==> src/design/gsrc_defs.svh <==
// constants for the gain step and read-back control block
// assumes inclusion by bare name from the package; the design files see its macros through that include
`ifndef GSRC_DEFS_SVH
`define GSRC_DEFS_SVH

`define GSRC_REG_CTRL 8'h00
`define GSRC_REG_STATUS 8'h04
`define GSRC_REG_GAIN_A 8'h08
`define GSRC_REG_GAIN_B 8'h0C
`define GSRC_CTRL_RESET 2'h3
`define GSRC_ST_ARMED_LSB 8
`define GSRC_ST_MODE_LSB 12
`define GSRC_GAIN_DB_LSB 8

`define GSRC_IFACE_SERIAL 2'h1
`define GSRC_CODE_MIN_GAIN 6'h3F
`define GSRC_CODE_MAX_GAIN 6'h00
`define GSRC_CODE_FLOOR 6'h23
`define GSRC_GAIN_TOP_DB 8'h1A
`define GSRC_GAIN_FLOOR_DB 8'hF7

`define GSRC_SPI_BITS 5'h10
`define GSRC_SPI_RW_BIT 8
`define GSRC_SPI_GAIN_MSB 7
`define GSRC_SPI_GAIN_LSB 2
`define GSRC_SPI_FA_MSB 1

`endif

==> src/design/gsrc_pkg.sv <==
// types shared by the gain step and read-back control block
// assumes the constants header sits beside it
package gsrc_pkg;
  `include "gsrc_defs.svh"

  typedef logic [5:0] gsrc_code_t;

  // gray along idle -> write and idle -> read
  typedef enum logic [1:0] {
    GSRC_SER_IDLE = 2'b00,
    GSRC_SER_WR = 2'b01,
    GSRC_SER_RD = 2'b10
  } gsrc_ser_state_t;
endpackage

==> src/design/gsrc_sync.sv <==
// two flip-flop synchroniser, one chain per bit
// assumes every input bit is asynchronous to i_clk
`timescale 1ns/1ps
module gsrc_sync #(
  parameter int W = 1
) (
  input wire logic i_clk, // system clock
  input wire logic i_rst, // async reset, active high
  input wire logic [W-1:0] i_async, // pin levels
  output logic [W-1:0] o_sync // synchronised levels
);
  genvar b;
  generate
    for (b = 0; b < W; b++) begin : g_bit
      logic meta_q;
      logic sync_q;
      always_ff @(posedge i_clk or posedge i_rst) begin
        if (i_rst) begin
          meta_q <= 1'b0;
          sync_q <= 1'b0;
        end else begin
          meta_q <= i_async[b];
          sync_q <= meta_q;
        end
      end
      assign o_sync[b] = sync_q;
    end
  endgenerate
endmodule

==> src/design/gsrc_top.sv <==
// gain code keeper for two channels: up/down stepping, serial read-back, wishbone regs
// assumes all pins are asynchronous and slow against the 125 MHz i_clk
// Function
// - direction low pulse lowers code one step
// - direction high pulse raises code one step
// - direction change within pulse means reset
// - reset loads all ones code, minimum gain
// - step size 1,2,4,8 from select pins
// - code saturates at both range ends
// - code zero is +26 dB, floor -9
// - read-back only in serial interface mode
// - read cycle only after armed write cycle
// - read data changes on serial clock rise
// - each read needs a fresh arming write
// - data pin driven only in read cycle
//
// Design decisions made here: the Wishbone slave port and the register offsets.
`timescale 1ns/1ps
module gsrc_top
  import gsrc_pkg::*;
(
  input wire logic i_clk, // 125 MHz system clock
  input wire logic i_rst, // async reset, active high
  input wire logic i_wb_cyc, // wishbone cycle
  input wire logic i_wb_stb, // wishbone strobe
  input wire logic i_wb_we, // wishbone write enable
  input wire logic [7:0] i_wb_adr, // wishbone byte address
  input wire logic [31:0] i_wb_dat, // wishbone write data
  input wire logic [3:0] i_wb_sel, // wishbone byte selects
  output logic [31:0] o_wb_dat, // wishbone read data
  output logic o_wb_ack, // wishbone acknowledge
  input wire logic [1:0] i_step_pulse_clock, // step pulse per channel
  input wire logic [1:0] i_step_direction, // step direction per channel
  input wire logic i_step_size_select_hi, // step size select high
  input wire logic i_step_size_select_lo, // step size select low
  input wire logic i_iface_select_hi, // interface select high
  input wire logic i_iface_select_lo, // interface select low
  input wire logic i_chan_a_select_n, // serial select channel a, low
  input wire logic i_chan_b_select_n, // serial select channel b, low
  input wire logic i_serial_clock, // serial clock
  input wire logic i_serial_data, // serial data pin level in
  output logic o_serial_data, // serial data pin level out
  output logic o_serial_data_oe_n, // low while driving data pin
  output logic [5:0] o_gain_code_a, // channel a gain code
  output logic [5:0] o_gain_code_b, // channel b gain code
  output logic [7:0] o_gain_db_a, // channel a gain, signed dB
  output logic [7:0] o_gain_db_b // channel b gain, signed dB
);
  logic [11:0] pins_sync;
  logic [1:0] pclk_s, pclk_p_q, dir_s;
  logic gs_hi_s, gs_lo_s, md_hi_s, md_lo_s;
  logic csa_n_s, csb_n_s, sclk_s, sdi_s, sclk_p_q;
  logic sclk_rise, serial_mode, updn_mode;
  logic [5:0] step_amt;
  logic [1:0] rst_evt, ser_wr;
  gsrc_code_t ser_code;
  gsrc_code_t code_all [2];
  logic [7:0] db_all [2];
  gsrc_sync #(.W(12)) u_sync (
    .i_clk(i_clk),
    .i_rst(i_rst),
    .i_async({i_iface_select_hi, i_iface_select_lo, i_step_size_select_hi,
              i_step_size_select_lo, i_step_direction, i_step_pulse_clock,
              i_chan_b_select_n, i_chan_a_select_n, i_serial_clock, i_serial_data}),
    .o_sync(pins_sync)
  );
  assign {md_hi_s, md_lo_s, gs_hi_s, gs_lo_s, dir_s, pclk_s,
          csb_n_s, csa_n_s, sclk_s, sdi_s} = pins_sync;
  // mode 1x is stepping, 01 serial, 00 parallel (parallel not handled here)
  assign updn_mode = md_hi_s;
  assign serial_mode = ({md_hi_s, md_lo_s} == `GSRC_IFACE_SERIAL);
  assign step_amt = 6'h01 << {gs_hi_s, gs_lo_s};
  assign sclk_rise = sclk_s & ~sclk_p_q;
  always_ff @(posedge i_clk or posedge i_rst) begin
    if (i_rst) begin
      pclk_p_q <= 2'b00;
      sclk_p_q <= 1'b0;
    end else begin
      pclk_p_q <= pclk_s;
      sclk_p_q <= sclk_s;
    end
  end
  function automatic logic [7:0] gsrc_db(input gsrc_code_t c);
    if (c >= `GSRC_CODE_FLOOR) begin
      return `GSRC_GAIN_FLOOR_DB;
    end
    return `GSRC_GAIN_TOP_DB - {2'b00, c};
  endfunction
  // wishbone control register, read by the channel logic
  logic [1:0] step_en_q, step_en_d;
  genvar g;
  generate
    for (g = 0; g < 2; g++) begin : g_chan
      gsrc_code_t code_q, code_d;
      logic [7:0] db_q, db_d;
      logic dirlat_q, dirlat_d;
      logic pend_q, pend_d;
      logic evt;
      logic p_rise, p_fall;

      assign p_rise = pclk_s[g] & ~pclk_p_q[g];
      assign p_fall = ~pclk_s[g] & pclk_p_q[g];

      always_comb begin
        code_d = code_q;
        dirlat_d = dirlat_q;
        pend_d = pend_q;
        evt = 1'b0;
        if (updn_mode && step_en_q[g]) begin
          if (p_rise) begin
            dirlat_d = dir_s[g];
            pend_d = 1'b1;
          end else if (p_fall && pend_q) begin
            pend_d = 1'b0;
            if (dir_s[g] != dirlat_q) begin
              code_d = `GSRC_CODE_MIN_GAIN;
              evt = 1'b1;
            end else if (!dir_s[g]) begin
              code_d = (code_q < step_amt) ? `GSRC_CODE_MAX_GAIN : code_q - step_amt;
            end else begin
              code_d = (code_q > (`GSRC_CODE_MIN_GAIN - step_amt)) ?
                       `GSRC_CODE_MIN_GAIN : code_q + step_amt;
            end
          end
        end else begin
          // a pulse cut by a mode change must not step later
          pend_d = 1'b0;
        end
        if (ser_wr[g]) begin
          code_d = ser_code;
        end
        db_d = gsrc_db(code_d);
      end

      // each channel owns its code; only its own pins and writes touch it
      always_ff @(posedge i_clk or posedge i_rst) begin
        if (i_rst) begin
          code_q <= `GSRC_CODE_MIN_GAIN;
          db_q <= `GSRC_GAIN_FLOOR_DB;
          dirlat_q <= 1'b0;
          pend_q <= 1'b0;
        end else begin
          code_q <= code_d;
          db_q <= db_d;
          dirlat_q <= dirlat_d;
          pend_q <= pend_d;
        end
      end

      assign rst_evt[g] = evt;
      assign code_all[g] = code_q;
      assign db_all[g] = db_q;
    end
  endgenerate
  assign o_gain_code_a = code_all[0];
  assign o_gain_code_b = code_all[1];
  assign o_gain_db_a = db_all[0];
  assign o_gain_db_b = db_all[1];
  // serial port
  gsrc_ser_state_t st_q, st_d;
  logic [4:0] bits_q, bits_d;
  logic [15:0] sh_q, sh_d;
  logic [1:0] chsel_q, chsel_d;
  logic rdch_q, rdch_d;
  logic [1:0] armed_q, armed_d;
  logic [1:0][1:0] fa_q, fa_d;
  logic sdo_q, sdo_d, oe_n_q, oe_n_d;
  logic [1:0] cs_now;

  assign cs_now = {~csb_n_s, ~csa_n_s};
  assign ser_code = sh_q[`GSRC_SPI_GAIN_MSB:`GSRC_SPI_GAIN_LSB];

  always_comb begin
    st_d = st_q;
    bits_d = bits_q;
    sh_d = sh_q;
    chsel_d = chsel_q;
    rdch_d = rdch_q;
    armed_d = armed_q;
    fa_d = fa_q;
    sdo_d = sdo_q;
    oe_n_d = oe_n_q;
    ser_wr = 2'b00;
    unique case (st_q)
      GSRC_SER_IDLE: begin
        oe_n_d = 1'b1;
        if (serial_mode && (cs_now != 2'b00)) begin
          chsel_d = cs_now;
          bits_d = 5'h00;
          sdo_d = 1'b0;
          // both selects low never reads: one data line, one channel at a time
          if (cs_now == 2'b01 && armed_q[0] || cs_now == 2'b10 && armed_q[1]) begin
            st_d = GSRC_SER_RD;
            rdch_d = cs_now[1];
            sh_d = {7'h00, 1'b1, code_all[cs_now[1]], fa_q[cs_now[1]]};
            oe_n_d = 1'b0;
          end else begin
            st_d = GSRC_SER_WR;
          end
        end
      end
      GSRC_SER_WR: begin
        if (sclk_rise && bits_q <= `GSRC_SPI_BITS) begin
          sh_d = {sh_q[14:0], sdi_s};
          bits_d = bits_q + 5'h01;
        end
        if (!serial_mode) begin
          st_d = GSRC_SER_IDLE;
        end else if (cs_now == 2'b00) begin
          st_d = GSRC_SER_IDLE;
          // a short or long frame is dropped whole
          if (bits_q == `GSRC_SPI_BITS) begin
            for (int c = 0; c < 2; c++) begin
              if (chsel_q[c]) begin
                if (sh_q[`GSRC_SPI_RW_BIT]) begin
                  armed_d[c] = 1'b1;
                end else begin
                  ser_wr[c] = 1'b1;
                  fa_d[c] = sh_q[`GSRC_SPI_FA_MSB:0];
                  armed_d[c] = 1'b0;
                end
              end
            end
          end
        end
      end
      GSRC_SER_RD: begin
        if (sclk_rise) begin
          sdo_d = sh_q[15];
          sh_d = {sh_q[14:0], 1'b0};
        end
        if (!serial_mode || cs_now == 2'b00) begin
          st_d = GSRC_SER_IDLE;
          armed_d[rdch_q] = 1'b0;
          oe_n_d = 1'b1;
        end
      end
      default: begin
        st_d = GSRC_SER_IDLE;
        oe_n_d = 1'b1;
      end
    endcase
  end

  always_ff @(posedge i_clk or posedge i_rst) begin
    if (i_rst) begin
      st_q <= GSRC_SER_IDLE;
      bits_q <= 5'h00;
      sh_q <= 16'h0000;
      chsel_q <= 2'b00;
      rdch_q <= 1'b0;
      armed_q <= 2'b00;
      fa_q <= '0;
      sdo_q <= 1'b0;
      oe_n_q <= 1'b1;
    end else begin
      st_q <= st_d;
      bits_q <= bits_d;
      sh_q <= sh_d;
      chsel_q <= chsel_d;
      rdch_q <= rdch_d;
      armed_q <= armed_d;
      fa_q <= fa_d;
      sdo_q <= sdo_d;
      oe_n_q <= oe_n_d;
    end
  end

  assign o_serial_data = sdo_q;
  assign o_serial_data_oe_n = oe_n_q;

  // wishbone slave, one wait state; a write lands at the edge where ack is seen
  logic [1:0] seen_q, seen_d;
  logic ack_q, ack_d;
  logic [31:0] rdat_q, rdat_d;
  logic [7:0] wadr;

  assign wadr = {i_wb_adr[7:2], 2'b00};

  always_comb begin
    ack_d = i_wb_cyc & i_wb_stb & ~ack_q;
    step_en_d = step_en_q;
    seen_d = seen_q;
    rdat_d = rdat_q;
    if (ack_q && i_wb_cyc && i_wb_stb && i_wb_we && i_wb_sel[0]) begin
      if (wadr == `GSRC_REG_CTRL) begin
        step_en_d = i_wb_dat[1:0];
      end
      if (wadr == `GSRC_REG_STATUS) begin
        seen_d = seen_q & ~i_wb_dat[1:0];
      end
    end
    // a reset seen in the clearing cycle survives the clear
    seen_d = seen_d | rst_evt;
    if (ack_d) begin
      rdat_d = 32'h0000_0000;
      if (!i_wb_we) begin
        unique case (wadr)
          `GSRC_REG_CTRL: rdat_d[1:0] = step_en_q;
          `GSRC_REG_STATUS: begin
            rdat_d[1:0] = seen_q;
            rdat_d[`GSRC_ST_ARMED_LSB+:2] = armed_q;
            rdat_d[`GSRC_ST_MODE_LSB+:2] = {md_hi_s, md_lo_s};
          end
          `GSRC_REG_GAIN_A: begin
            rdat_d[5:0] = code_all[0];
            rdat_d[`GSRC_GAIN_DB_LSB+:8] = db_all[0];
          end
          `GSRC_REG_GAIN_B: begin
            rdat_d[5:0] = code_all[1];
            rdat_d[`GSRC_GAIN_DB_LSB+:8] = db_all[1];
          end
          default: rdat_d = 32'h0000_0000;
        endcase
      end
    end
  end

  always_ff @(posedge i_clk or posedge i_rst) begin
    if (i_rst) begin
      step_en_q <= `GSRC_CTRL_RESET;
      seen_q <= 2'b00;
      ack_q <= 1'b0;
      rdat_q <= 32'h0000_0000;
    end else begin
      step_en_q <= step_en_d;
      seen_q <= seen_d;
      ack_q <= ack_d;
      rdat_q <= rdat_d;
    end
  end

  assign o_wb_ack = ack_q;
  assign o_wb_dat = rdat_q;
endmodule

==> config.mk <==
export PLATFORM = sky130hd
export DESIGN_NAME = gsrc_top
export DESIGN_NICKNAME = d
export VERILOG_FILES = /design/src/design/gsrc_pkg.sv /design/src/design/gsrc_sync.sv /design/src/design/gsrc_top.sv
export VERILOG_INCLUDE_DIRS = /design/src /design/src/design
export SDC_FILE = /design/constraint.sdc
export NUM_CORES = 1
export LEC_CHECK = 0
export CELL_PAD_IN_SITES_DETAIL_PLACEMENT = 1
export CELL_PAD_IN_SITES_GLOBAL_PLACEMENT = 2
export CORE_ASPECT_RATIO = 1.25
export CORE_MARGIN = 3
export CORE_UTILIZATION = 43
export DETAILED_ROUTE_END_ITERATION = 10
export DONT_BUFFER_PORTS = 1
export PLACE_DENSITY_LB_ADDON = 0.1
export SYNTH_ARGS = -nofsm -noshare
export SYNTH_HDL_FRONTEND = slang
export SYNTH_SLANG_ARGS = --single-unit
==> constraint.sdc <==
create_clock -name i_clk -period 6.8 [get_ports i_clk]
set_input_delay 0.68 -clock i_clk [delete_from_list [all_inputs] [get_ports i_clk]]
set_output_delay 0.68 -clock i_clk [all_outputs]
set_load 0.02 [all_outputs]
==> flow_summary.toml, run 1 <==
[run_status]
status = "finished, final reports clean"

[timing]
setup_violations = 0
maxSlewViolCount = 0
rsz0062_at_grt = "false"
max_slew.worst_pin.slew_ns = 1.037
fmax_mhz = 252.8
post-route-period-util_pct = 58.18
hold_viol = 0
fin_tns_setup_ns = 0
min_period_ns = 3.956
skew_ns = 0.008295
max-slew-margin-rel_pct = 30.68

[place]
port_buffers = 0
place_hpwl_um = 13180
gp_congestion = 0.8772

[critical_path]
r2r_slack_ns = 2.84
worstPathMaxFanout = 13
timing.rr.end = "o_gain_db_a[3]$_DFF_PP0_"
critical_path.startpoint_type = "flip-flop"
crit_required_ns = 7.07
r2r_cells = 11
crit_type = "reg -> reg"
cp_data_arrival_time_ns = 4.23
cp-end-kind = "flip-flop"
endpoint = "o_gain_db_a[3]$_DFF_PP0_"
regToRegStartpoint = "u_sync.g_bit[9].sync_q$_DFF_PP0_"
critPathLaunch = "u_sync.g_bit[9].sync_q$_DFF_PP0_"

[finish]
fillers = 1572
mostFrequentLayoutCells = "89 x nand2_1, 82 x dfrtp_1, 44 x o21ai_0"
layout_commonest_cell = "nand2_1"
final_nets = 699
final_layout_size_suffix_gt1_share_pct = 14.70
antenna_cells = 0
syn2layout_area_growth_pct = 4.887
multiInputGateArea_um2 = 3094
seqCellArea_um2 = 2761

[synth]
ys_types = 86
synth-edff-count = 0
syn_avg_cell_area_um2 = 9.788
yosys_warnings = 0
yosys_most_used_dff = "dfrtp_1"
async_flop_share_pct = 100.0
synthCells = 633
seq_area_frac_synth_pct = 44.57
syn-cell-area_um2 = 6196
synth_seq_cells = 109

[global_routing]
antenna_found_initial = 0
grt_pass1_vias = 5034
grt_use_total_pct = 22.63
grt_first_pass_wirelength_um = 28100
grt_max_degree = 64
grt-ovfl-total = 0

[clock_tree]
cts-root-buf = "clkbuf_16"
cts_resized = 0
clock_latency_ns = 0.35
hold_buffers = 0
path_clk_slew_ns = 0.08
cts_setup_buffers = 0
cts.htree.levels = 3
cts_tree = "yes"
cts_sinks = 109
numCtsBuffers = 9
cts_buffer_depth = 2

[detailed_routing]
viasPerCell = 5.831
drt_pass1_iterations = 4
drtIter0Drc = 192
wl_per_cell_um = 21.84
vias = 4630
ant_nets = 0
drc = 0
wl_um = 17340

[floorplan]
die_x_um = 113.4
io_pins = 124
die_y_um = 140.2
initial_core_util_pct = 44.47
dieArea_um2 = 15890
core-area_um2 = 13930
num_rows = 48

[power_and_ir_drop]
power_w = 0.001528
power_density_nw_per_um2 = 235.2
leakage_nw = 2.835
irDropWorstVdd_mv = 0.1701

[worst_hold_path]
hold_path.class = "in -> async"

[job]
maxCapViolCount = 0
[critical path, stage by stage (launching register included)]
cell	delay [ns]
dfrtp_1	0.61
nand2_1	0.22
ha_1	0.60
and4bb_1	0.30
a211oi_2	0.38
o2111ai_1	0.16
a221oi_1	0.45
nor2_1	0.13
ha_1	0.25
o21bai_1	0.24
o31ai_4	0.28
and2_1	0.26
[metrics by stage]
stage / utilization [%] / area (um^2) / setup WS [ns] / hold WS (ns) / cells
after floorplan: - / 6260 / 3.291 / 0.3312 / 650
after global placement: 44.53 / 6205 / 2.937 / 0.3329 / 778
after detailed placement: 44.53 / 6205 / 2.858 / 0.3355 / 778
after CTS: 46.64 / 6499 / 2.837 / 0.2922 / 794
after global routing: 46.64 / 6499 / 2.546 / 0.3049 / 794
final: 46.64 / 6499 / 2.844 / 0.2685 / 794
[state kept, by name, summed over array words and instances, names as in the netlist, 4 cells and up]
register	count
u_sync.g_bit.sync_q	12
sh_q	16
o_gain_db_a	7
o_gain_code_b	6
o_gain_db_b	7
u_sync.g_bit.meta_q	12
fa_q	4
o_wb_dat	13
bits_q	5
o_gain_code_a	6
[synthesized netlist by cell type (3+ instances only)]
library cell	number	area share [%]
dfstp_2	27	11
mux2_2	8	1.5
o21bai_1	5	0.61
nand2b_1	8	0.81
or3_1	3	0.30
a211oi_1	8	0.97
and2_1	3	0.30
o2111ai_1	5	0.71
nand4_1	4	0.40
nor3_1	12	0.97
buf_4	23	2.8
ha_1	20	4.0
a211oi_2	4	0.81
nand3b_1	4	0.48
nor4_1	3	0.30
o21ai_0	44	3.6
or2_2	6	0.61
o211ai_1	4	0.48
and3_1	5	0.50
nor2_1	39	2.4
nor2b_1	8	0.81
o21ai_1	4	0.32
a221oi_2	4	0.97
inv_1	31	1.9
clkbuf_1	14	0.85
fa_1	4	1.3
buf_2	8	0.65
nand3_1	11	0.89
dfrtp_1	82	33
xor2_1	4	0.57
a21o_1	5	0.61
o31ai_1	3	0.36
xnor2_1	7	0.99
mux2i_1	20	3.2
a21oi_1	25	2.0
nand2_1	89	5.4
nand4b_1	3	0.42
a31oi_1	7	0.71
a22oi_1	5	0.61
[where the power goes]
| group | leakage [nW] | switching, W | internal (W) | total (W) |
|---|---|---|---|---|
| clock | 0.142 | 0.000264 | 0.000258 | 0.000522 |
| combinational | 1.37 | 0.000184 | 0.0000787 | 0.000263 |
| sequential | 1.33 | 0.0000506 | 0.000693 | 0.000744 |
| total | 2.84 | 0.000498 | 0.00103 | 0.00153 |
[per-layer routing]
layer,up-vias,wire (um),part of all wire [%],GRT usage [%]
met4,0,355,2.0,6.392
met2,82,9558,55,41.57
met3,23,522,3.0,4.019
met5,-,0,0,0
met1,2358,6903,40,26.86
li1,2167,-,-,-
[cell families (layout without fill, tap and decap cells)]
family	after synthesis	after routing	synth area share, %
other cells	1	18	0.06052
xor+xnor	11	11	1.555
flops	109	109	44.57
buf+inv	80	49	6.523
simple gates	222	222	18.26
compound gates	155	155	18.13
fa+ha+maj	25	25	5.493
mux	30	30	5.412
[cell type report]
type                    count  area share (%)
flip-flops and latches    109           42.49
inverters                  32           1.887
clock inverters             7           1.059
multi-input cells         461           47.61
clock buffers               9           3.466
repair buffers              1          0.1155
well taps                 175           3.369
[worst min-delay path by stage]
stage / from / to / slack (ns) / cells after the start
2_1_floorplan: u_sync.g_bit[0].meta_q$_DFF_PP0_ / u_sync.g_bit[0].sync_q$_DFF_PP0_ / 0.33 / 0
3_3_place_gp: u_sync.g_bit[2].meta_q$_DFF_PP0_ / u_sync.g_bit[2].sync_q$_DFF_PP0_ / 0.33 / 0
3_5_place_dp: u_sync.g_bit[4].meta_q$_DFF_PP0_ / u_sync.g_bit[4].sync_q$_DFF_PP0_ / 0.34 / 0
4_1_cts: i_rst / sh_q[11]$_DFFE_PP0P_ / 0.29 / 1
5_1_grt: i_rst / sh_q[11]$_DFFE_PP0P_ / 0.30 / 1
6_report: i_rst / sh_q[11]$_DFFE_PP0P_ / 0.27 / 1
Power figures use the tool's default switching activity.
==> run 2: changes to the inputs <==
- ABC_AREA: default -> 1
- CORE_UTILIZATION: 43 -> 34
- clock period: 6.8 -> 3.59 ns (I/O delays scaled with it)
==> run 2 against run 1 <==
  * Cell area up 1.8%
  * Worst setup slack lost 2.6 ns
  * Register-to-register slack worse by 2.6 ns
  * Routed wire length up 7.6%
  * Final cell count is 25% higher
  * Highest routed layer unchanged
==> flow_summary.toml, run 2 <==
[timing]
min_period_ns = 3.298
fin_tns_setup_ns = 0
max-slew-margin-rel_pct = 38.64
max_slew.worst_pin.slew_ns = 0.9171
fmax_mhz = 303.2
post-route-period-util_pct = 91.87
maxSlewViolCount = 0
skew_ns = 0.008359
timing.hold.ws_ns = 0.02975
setup_violations = 0
hold_viol = 0
rsz0062_at_grt = "false"

[floorplan]
die_x_um = 126.6
num_rows = 54
core-area_um2 = 17630
dieArea_um2 = 19840
initial_core_util_pct = 35.05
io_pins = 124
die_y_um = 156.7

[power_and_ir_drop]
power_density_nw_per_um2 = 483.4
leakage_nw = 3.172
irDropWorstVdd_mv = 0.3545

[global_routing]
grt_first_pass_wirelength_um = 29870
grt_pass1_vias = 5428
grt_use_total_pct = 19.28
grt-ovfl-total = 0
antenna_found_initial = 0
grt_max_degree = 62

[clock_tree]
cts_buffer_depth = 2
cts_sinks = 109
numCtsBuffers = 9
cts_setup_buffers = 0
cts_resized = 0
hold_buffers = 0
clock_latency_ns = 0.35
path_clk_slew_ns = 0.08
cts_tree = "yes"
cts-root-buf = "clkbuf_16"
cts.htree.levels = 3

[synth]
yosysTopAreaCell = "dfrtp_1"
syn_avg_cell_area_um2 = 8.101
synth_top_area_share_pct = 33.20
yosys_most_used_dff = "dfrtp_1"
async_flop_share_pct = 100.0
synth_commonest_cells = "158 x nand2_1, 99 x inv_1, 89 x o21ai_0"
seq_area_frac_synth_pct = 44.68
yosys_warnings = 0
synth-edff-count = 0
synthCells = 763
synth_most_common_cell = "nand2_1"
syn-cell-area_um2 = 6181
ys_types = 48
synth_seq_cells = 109
synth_area_leaders = "dfrtp_1 33%, dfstp_2 11%, nand2_1 9.6%, o21ai_0 7.2%, inv_1 6.0%"

[finish]
stdcell_area_um2 = 6619
largest-register = "sh_q"
final_cells = 989
largest_register_ffs = 16
layout_commonest_cell = "nand2_1"
fillers = 2135
antenna_cells = 0
mostFrequentLayoutCells = "158 x nand2_1, 98 x inv_1, 89 x o21ai_0"
syn2layout_area_growth_pct = 7.085
final_layout_size_suffix_gt1_share_pct = 14.12
final_nets = 845

[place]
dpl_cell_area_um2 = 6335
place_hpwl_um = 14540
port_buffers = 0
gp_congestion = 0.8242
dp_cells = 973

[detailed_routing]
viasPerCell = 5.042
ant_nets = 0
drtIter0Drc = 191
wl_um = 18650
wl_per_cell_um = 18.86
drt_pass1_iterations = 4
vias = 4987
drc = 0

[critical_path]
worst-path-buf-inv = 3
cp-end-kind = "flip-flop"
slowest_stage = "dfrtp_1"
crit_required_ns = 3.87
path_delay_family = "simple AND/OR/NAND/NOR gates"
cp_slowest_stage_delay_ns = 0.53
worstPathCellList = "nor2_1 > inv_1 > fa_1 > nand2_1 > nand2_1 > nand2_1 > nand3_1 > o21ai_0 > nand2_1 > nand2_1 > nand2_1 > nand2_1 > inv_1 > ha_1 > inv_1 > nand2_2 > nor2_2 > nor2_1 > nor2_1"
cp_common_cell = "nand2_1"
worstPathMaxFanout = 8
cp_data_arrival_time_ns = 3.57
critical_path.startpoint_type = "flip-flop"
crit_type = "reg -> reg"

[run_status]
status = "finished, final reports clean"

[worst_hold_path]
hold_path.class = "in -> reg"

[job]
maxCapViolCount = 0
-- run 2: kinds of logic after synthesis --
kind of cell	count (synthesis)	share of synthesized area (%)
compound gates	153	14.23
xor+xnor	4	0.5669
fa+ha+maj	24	5.344
buf+inv	151	11.17
flops	109	44.68
mux	2	0.3643
other cells	1	0.06067
simple gates	319	23.58
-- run 2: path summary, 6_finish.rpt --
check                                                 start                          endpoint  slack, ns  cells past startpoint
hold / removal                        i_step_size_select_hi  u_sync.g_bit[9].meta_q$_DFF_PP0_       0.03                      0
min in group asynchronous                             i_rst  u_sync.g_bit[2].sync_q$_DFF_PP0_       0.04                      1
setup / recovery           u_sync.g_bit[9].sync_q$_DFF_PP0_          o_gain_db_a[3]$_DFF_PP0_       0.29                     19
max in group asynchronous                             i_rst          o_gain_db_b[4]$_DFF_PP1_       2.73                      2
setup reg to reg           u_sync.g_bit[9].sync_q$_DFF_PP0_          o_gain_db_a[3]$_DFF_PP0_       0.29                     19
hold reg to reg            u_sync.g_bit[2].meta_q$_DFF_PP0_  u_sync.g_bit[2].sync_q$_DFF_PP0_       0.35                      0
-- run 2: power by group --
group          switching, W  internal [W]
logic              0.000527      0.000214
registers          0.000112       0.00138
clock network      0.000484      0.000482
-- run 2: area by class of cell --
cell class                      instances  area [um^2]  share of cell area (%)
Multi-Input combinational cell        520         2793                   42.19
Sequential cell                       109         2761                   41.72
Inverter                              112        427.9                   6.465
Tap cell                              224        280.3                   4.234
Clock buffer                            9        225.2                   3.403
Timing Repair Buffer                    8        72.57                   1.096
Clock inverter                          7        58.81                  0.8885
-- run 2: worst reg2reg max path, cell delays in order, from the launching register on --
cell     delay (ns)
dfrtp_1        0.53
nor2_1         0.31
inv_1          0.27
fa_1           0.48
nand2_1        0.10
nand2_1        0.10
nand2_1        0.07
nand3_1        0.15
o21ai_0        0.22
nand2_1        0.08
nand2_1        0.07
nand2_1        0.06
nand2_1        0.08
inv_1          0.06
ha_1           0.19
inv_1          0.07
nand2_2        0.09
nor2_2         0.12
nor2_1         0.04
nor2_1         0.13
-- run 2: metal layers --
metal  vias up  part of all wire (%)  GRT usage (%)
met1      2456                    42          22.80
met5         -                     0              0
met3        21                   3.5          2.834
li1       2423                     -              -
met2        87                    52          35.54
met4         0                   2.3          6.541
-- run 2: through the flow --
step | power (W) | util [%] | setup WS, ns
final | 0.003200 | 37.53 | 0.2919
after CTS | 0.003266 | 37.53 | 0.2542
after global routing | 0.003435 | 37.53 | 0.001252
after floorplan | 0.002059 | - | 0.4017
after global placement | 0.002244 | 35.92 | 0.3279
after detailed placement | 0.002279 | 35.92 | 0.2833
==> run 3: changes to the inputs <==
- BUFFER_PORTS_ARGS: default -> -buffer_cell sky130_fd_sc_hd__buf_2
- CORE_UTILIZATION: 34 -> 29
- DONT_BUFFER_PORTS: 1 -> default
==> run 3 against run 2 <==
  * Critical path depth shrank 1
  * Total power grew 1.4%
  * Via count grew 5.4%
  * Clock power grew 2.3%
  * Critical endpoint is now o_gain_db_a[2]$_DFF_PP1_
  * Highest routed layer unchanged
==> flow_summary.toml, run 3 (same netlist as run 2, synthesis figures left out) <==
[floorplan]
die_y_um = 169.2
core-area_um2 = 20890
dieArea_um2 = 23110
initial_core_util_pct = 29.59
io_pins = 124
num_rows = 59
die_x_um = 136.6

[clock_tree]
cts_setup_buffers = 0
cts_tree = "yes"
cts.htree.levels = 3
clock_latency_ns = 0.35
hold_buffers = 0
cts_resized = 0
path_clk_slew_ns = 0.08
cts-root-buf = "clkbuf_16"
cts_sinks = 109
cts_buffer_depth = 2
numCtsBuffers = 9

[finish]
final_layout_size_suffix_gt1_share_pct = 20.84
layout_commonest_cell = "nand2_1"
largest_register_ffs = 16
mostFrequentLayoutCells = "158 x nand2_1, 98 x inv_1, 89 x o21ai_0"
antenna_cells = 0
syn2layout_area_growth_pct = 13.22
largest-register = "sh_q"
fillers = 2567
final_nets = 910

[critical_path]
cp-end-kind = "flip-flop"
r2r_cells = 18
critical_path.startpoint_type = "flip-flop"
timing.rr.end = "o_gain_db_a[2]$_DFF_PP1_"
r2r_slack_ns = 0.38
worstPathMaxFanout = 8
cp_data_arrival_time_ns = 3.49
regToRegStartpoint = "u_sync.g_bit[9].sync_q$_DFF_PP0_"
crit_required_ns = 3.87
crit_type = "reg -> reg"

[timing]
maxSlewViolCount = 0
setup_violations = 0
rsz0062_at_grt = "false"
fin_tns_setup_ns = 0
timing.hold.ws_ns = 0.1027
fmax_mhz = 311.9
min_period_ns = 3.206
max-slew-margin-rel_pct = 39.89
max_slew.worst_pin.slew_ns = 0.8983
post-route-period-util_pct = 89.30
hold_viol = 0
skew_ns = 0.007889

[job]
maxCapViolCount = 0

[detailed_routing]
wl_per_cell_um = 17.70
top_layer_used = "met4"
viasPerCell = 4.763
wl_um = 19540
met1Wirelength_um = 8149
vias = 5258
met3_length_um = 624
dr_wl_met2_um = 10340
ant_nets = 0
drtIter0Drc = 137
drt_pass1_iterations = 4
drc = 0

[worst_hold_path]
hold_path.class = "in -> reg"
hold_end = "u_sync.g_bit[1].meta_q$_DFF_PP0_"
min-delay-start = "i_serial_clock"
min_path_cells = 1

[power_and_ir_drop]
power_density_nw_per_um2 = 463.8
irDropWorstVdd_mv = 0.2846
leakage_nw = 3.474

[global_routing]
grt_first_pass_wirelength_um = 30830
grt_use_total_pct = 17.34
grt_pass1_vias = 5644
grt-ovfl-total = 0
antenna_found_initial = 0
grt_max_degree = 57

[place]
place_hpwl_um = 15460
gp_congestion = 0.8267
port_buffers = 70

[run_status]
status = "finished, final reports clean"
-- run 3: cell type report --
cell class	instances	area (um^2)	area share [%]
clock buffers	9	225.2	3.218
clock inverters	7	62.56	0.8940
inverters	112	427.9	6.115
multi-input cells	520	2793	39.91
flip-flops and latches	109	2761	39.46
well taps	274	342.8	4.899
repair buffers	73	385.4	5.507
-- run 3: worst max path at each step --
stage          slack, ns                        to                              from  depth (start not counted)
3_5_place_dp        0.35  o_gain_db_a[2]$_DFF_PP1_  u_sync.g_bit[9].sync_q$_DFF_PP0_                         18
3_3_place_gp        0.38  o_gain_db_a[2]$_DFF_PP1_  u_sync.g_bit[9].sync_q$_DFF_PP0_                         18
6_report            0.38  o_gain_db_a[2]$_DFF_PP1_  u_sync.g_bit[9].sync_q$_DFF_PP0_                         18
5_1_grt             0.03  o_gain_db_a[3]$_DFF_PP0_  u_sync.g_bit[9].sync_q$_DFF_PP0_                         19
2_1_floorplan       0.40    armed_q[0]$_DFFE_PP0P_                             i_rst                          1
4_1_cts             0.34  o_gain_db_a[2]$_DFF_PP1_  u_sync.g_bit[9].sync_q$_DFF_PP0_                         18
-- run 3: per-stage QoR --
step	util, %	setup slack [ns]	cell area [um^2]	std cells	total power (W)
after floorplan	-	0.4017	6245	780	0.002059
after CTS	33.50	0.3350	6998	1104	0.003314
after global routing	33.50	0.03182	6998	1104	0.003496
after detailed placement	32.12	0.3475	6710	1088	0.002301
after global placement	32.12	0.3783	6710	1088	0.002265
final	33.50	0.3841	6998	1104	0.003246
-- run 3: worst max-delay path, cell delays in order, from the launching register on --
cell     delay [ns]
dfrtp_1        0.55
nor2_1         0.27
inv_1          0.25
fa_1           0.46
nand2_1        0.09
nand2_1        0.09
nand2_1        0.07
nand3_1        0.16
o21ai_0        0.20
nand2_1        0.07
nand2_1        0.07
nand2_1        0.07
nand2_1        0.08
inv_1          0.06
ha_1           0.19
inv_1          0.07
nand2_2        0.09
o21ai_2        0.20
nand2_1        0.08
-- run 3: metal layers --
layer  vias to the layer above  GRT usage (%)
met4                         0          5.085
met5                         -              0
met1                      2604          20.56
met3                        19          2.521
li1                       2545              -
met2                        90          32.09
-- run 3: report_power, final --
part	switching, W	total, W	internal, W
logic	0.000545	0.000771	0.000226
registers	0.000106	0.00149	0.00138
clock network	0.000500	0.000988	0.000488
total	0.00115	0.00325	0.00209
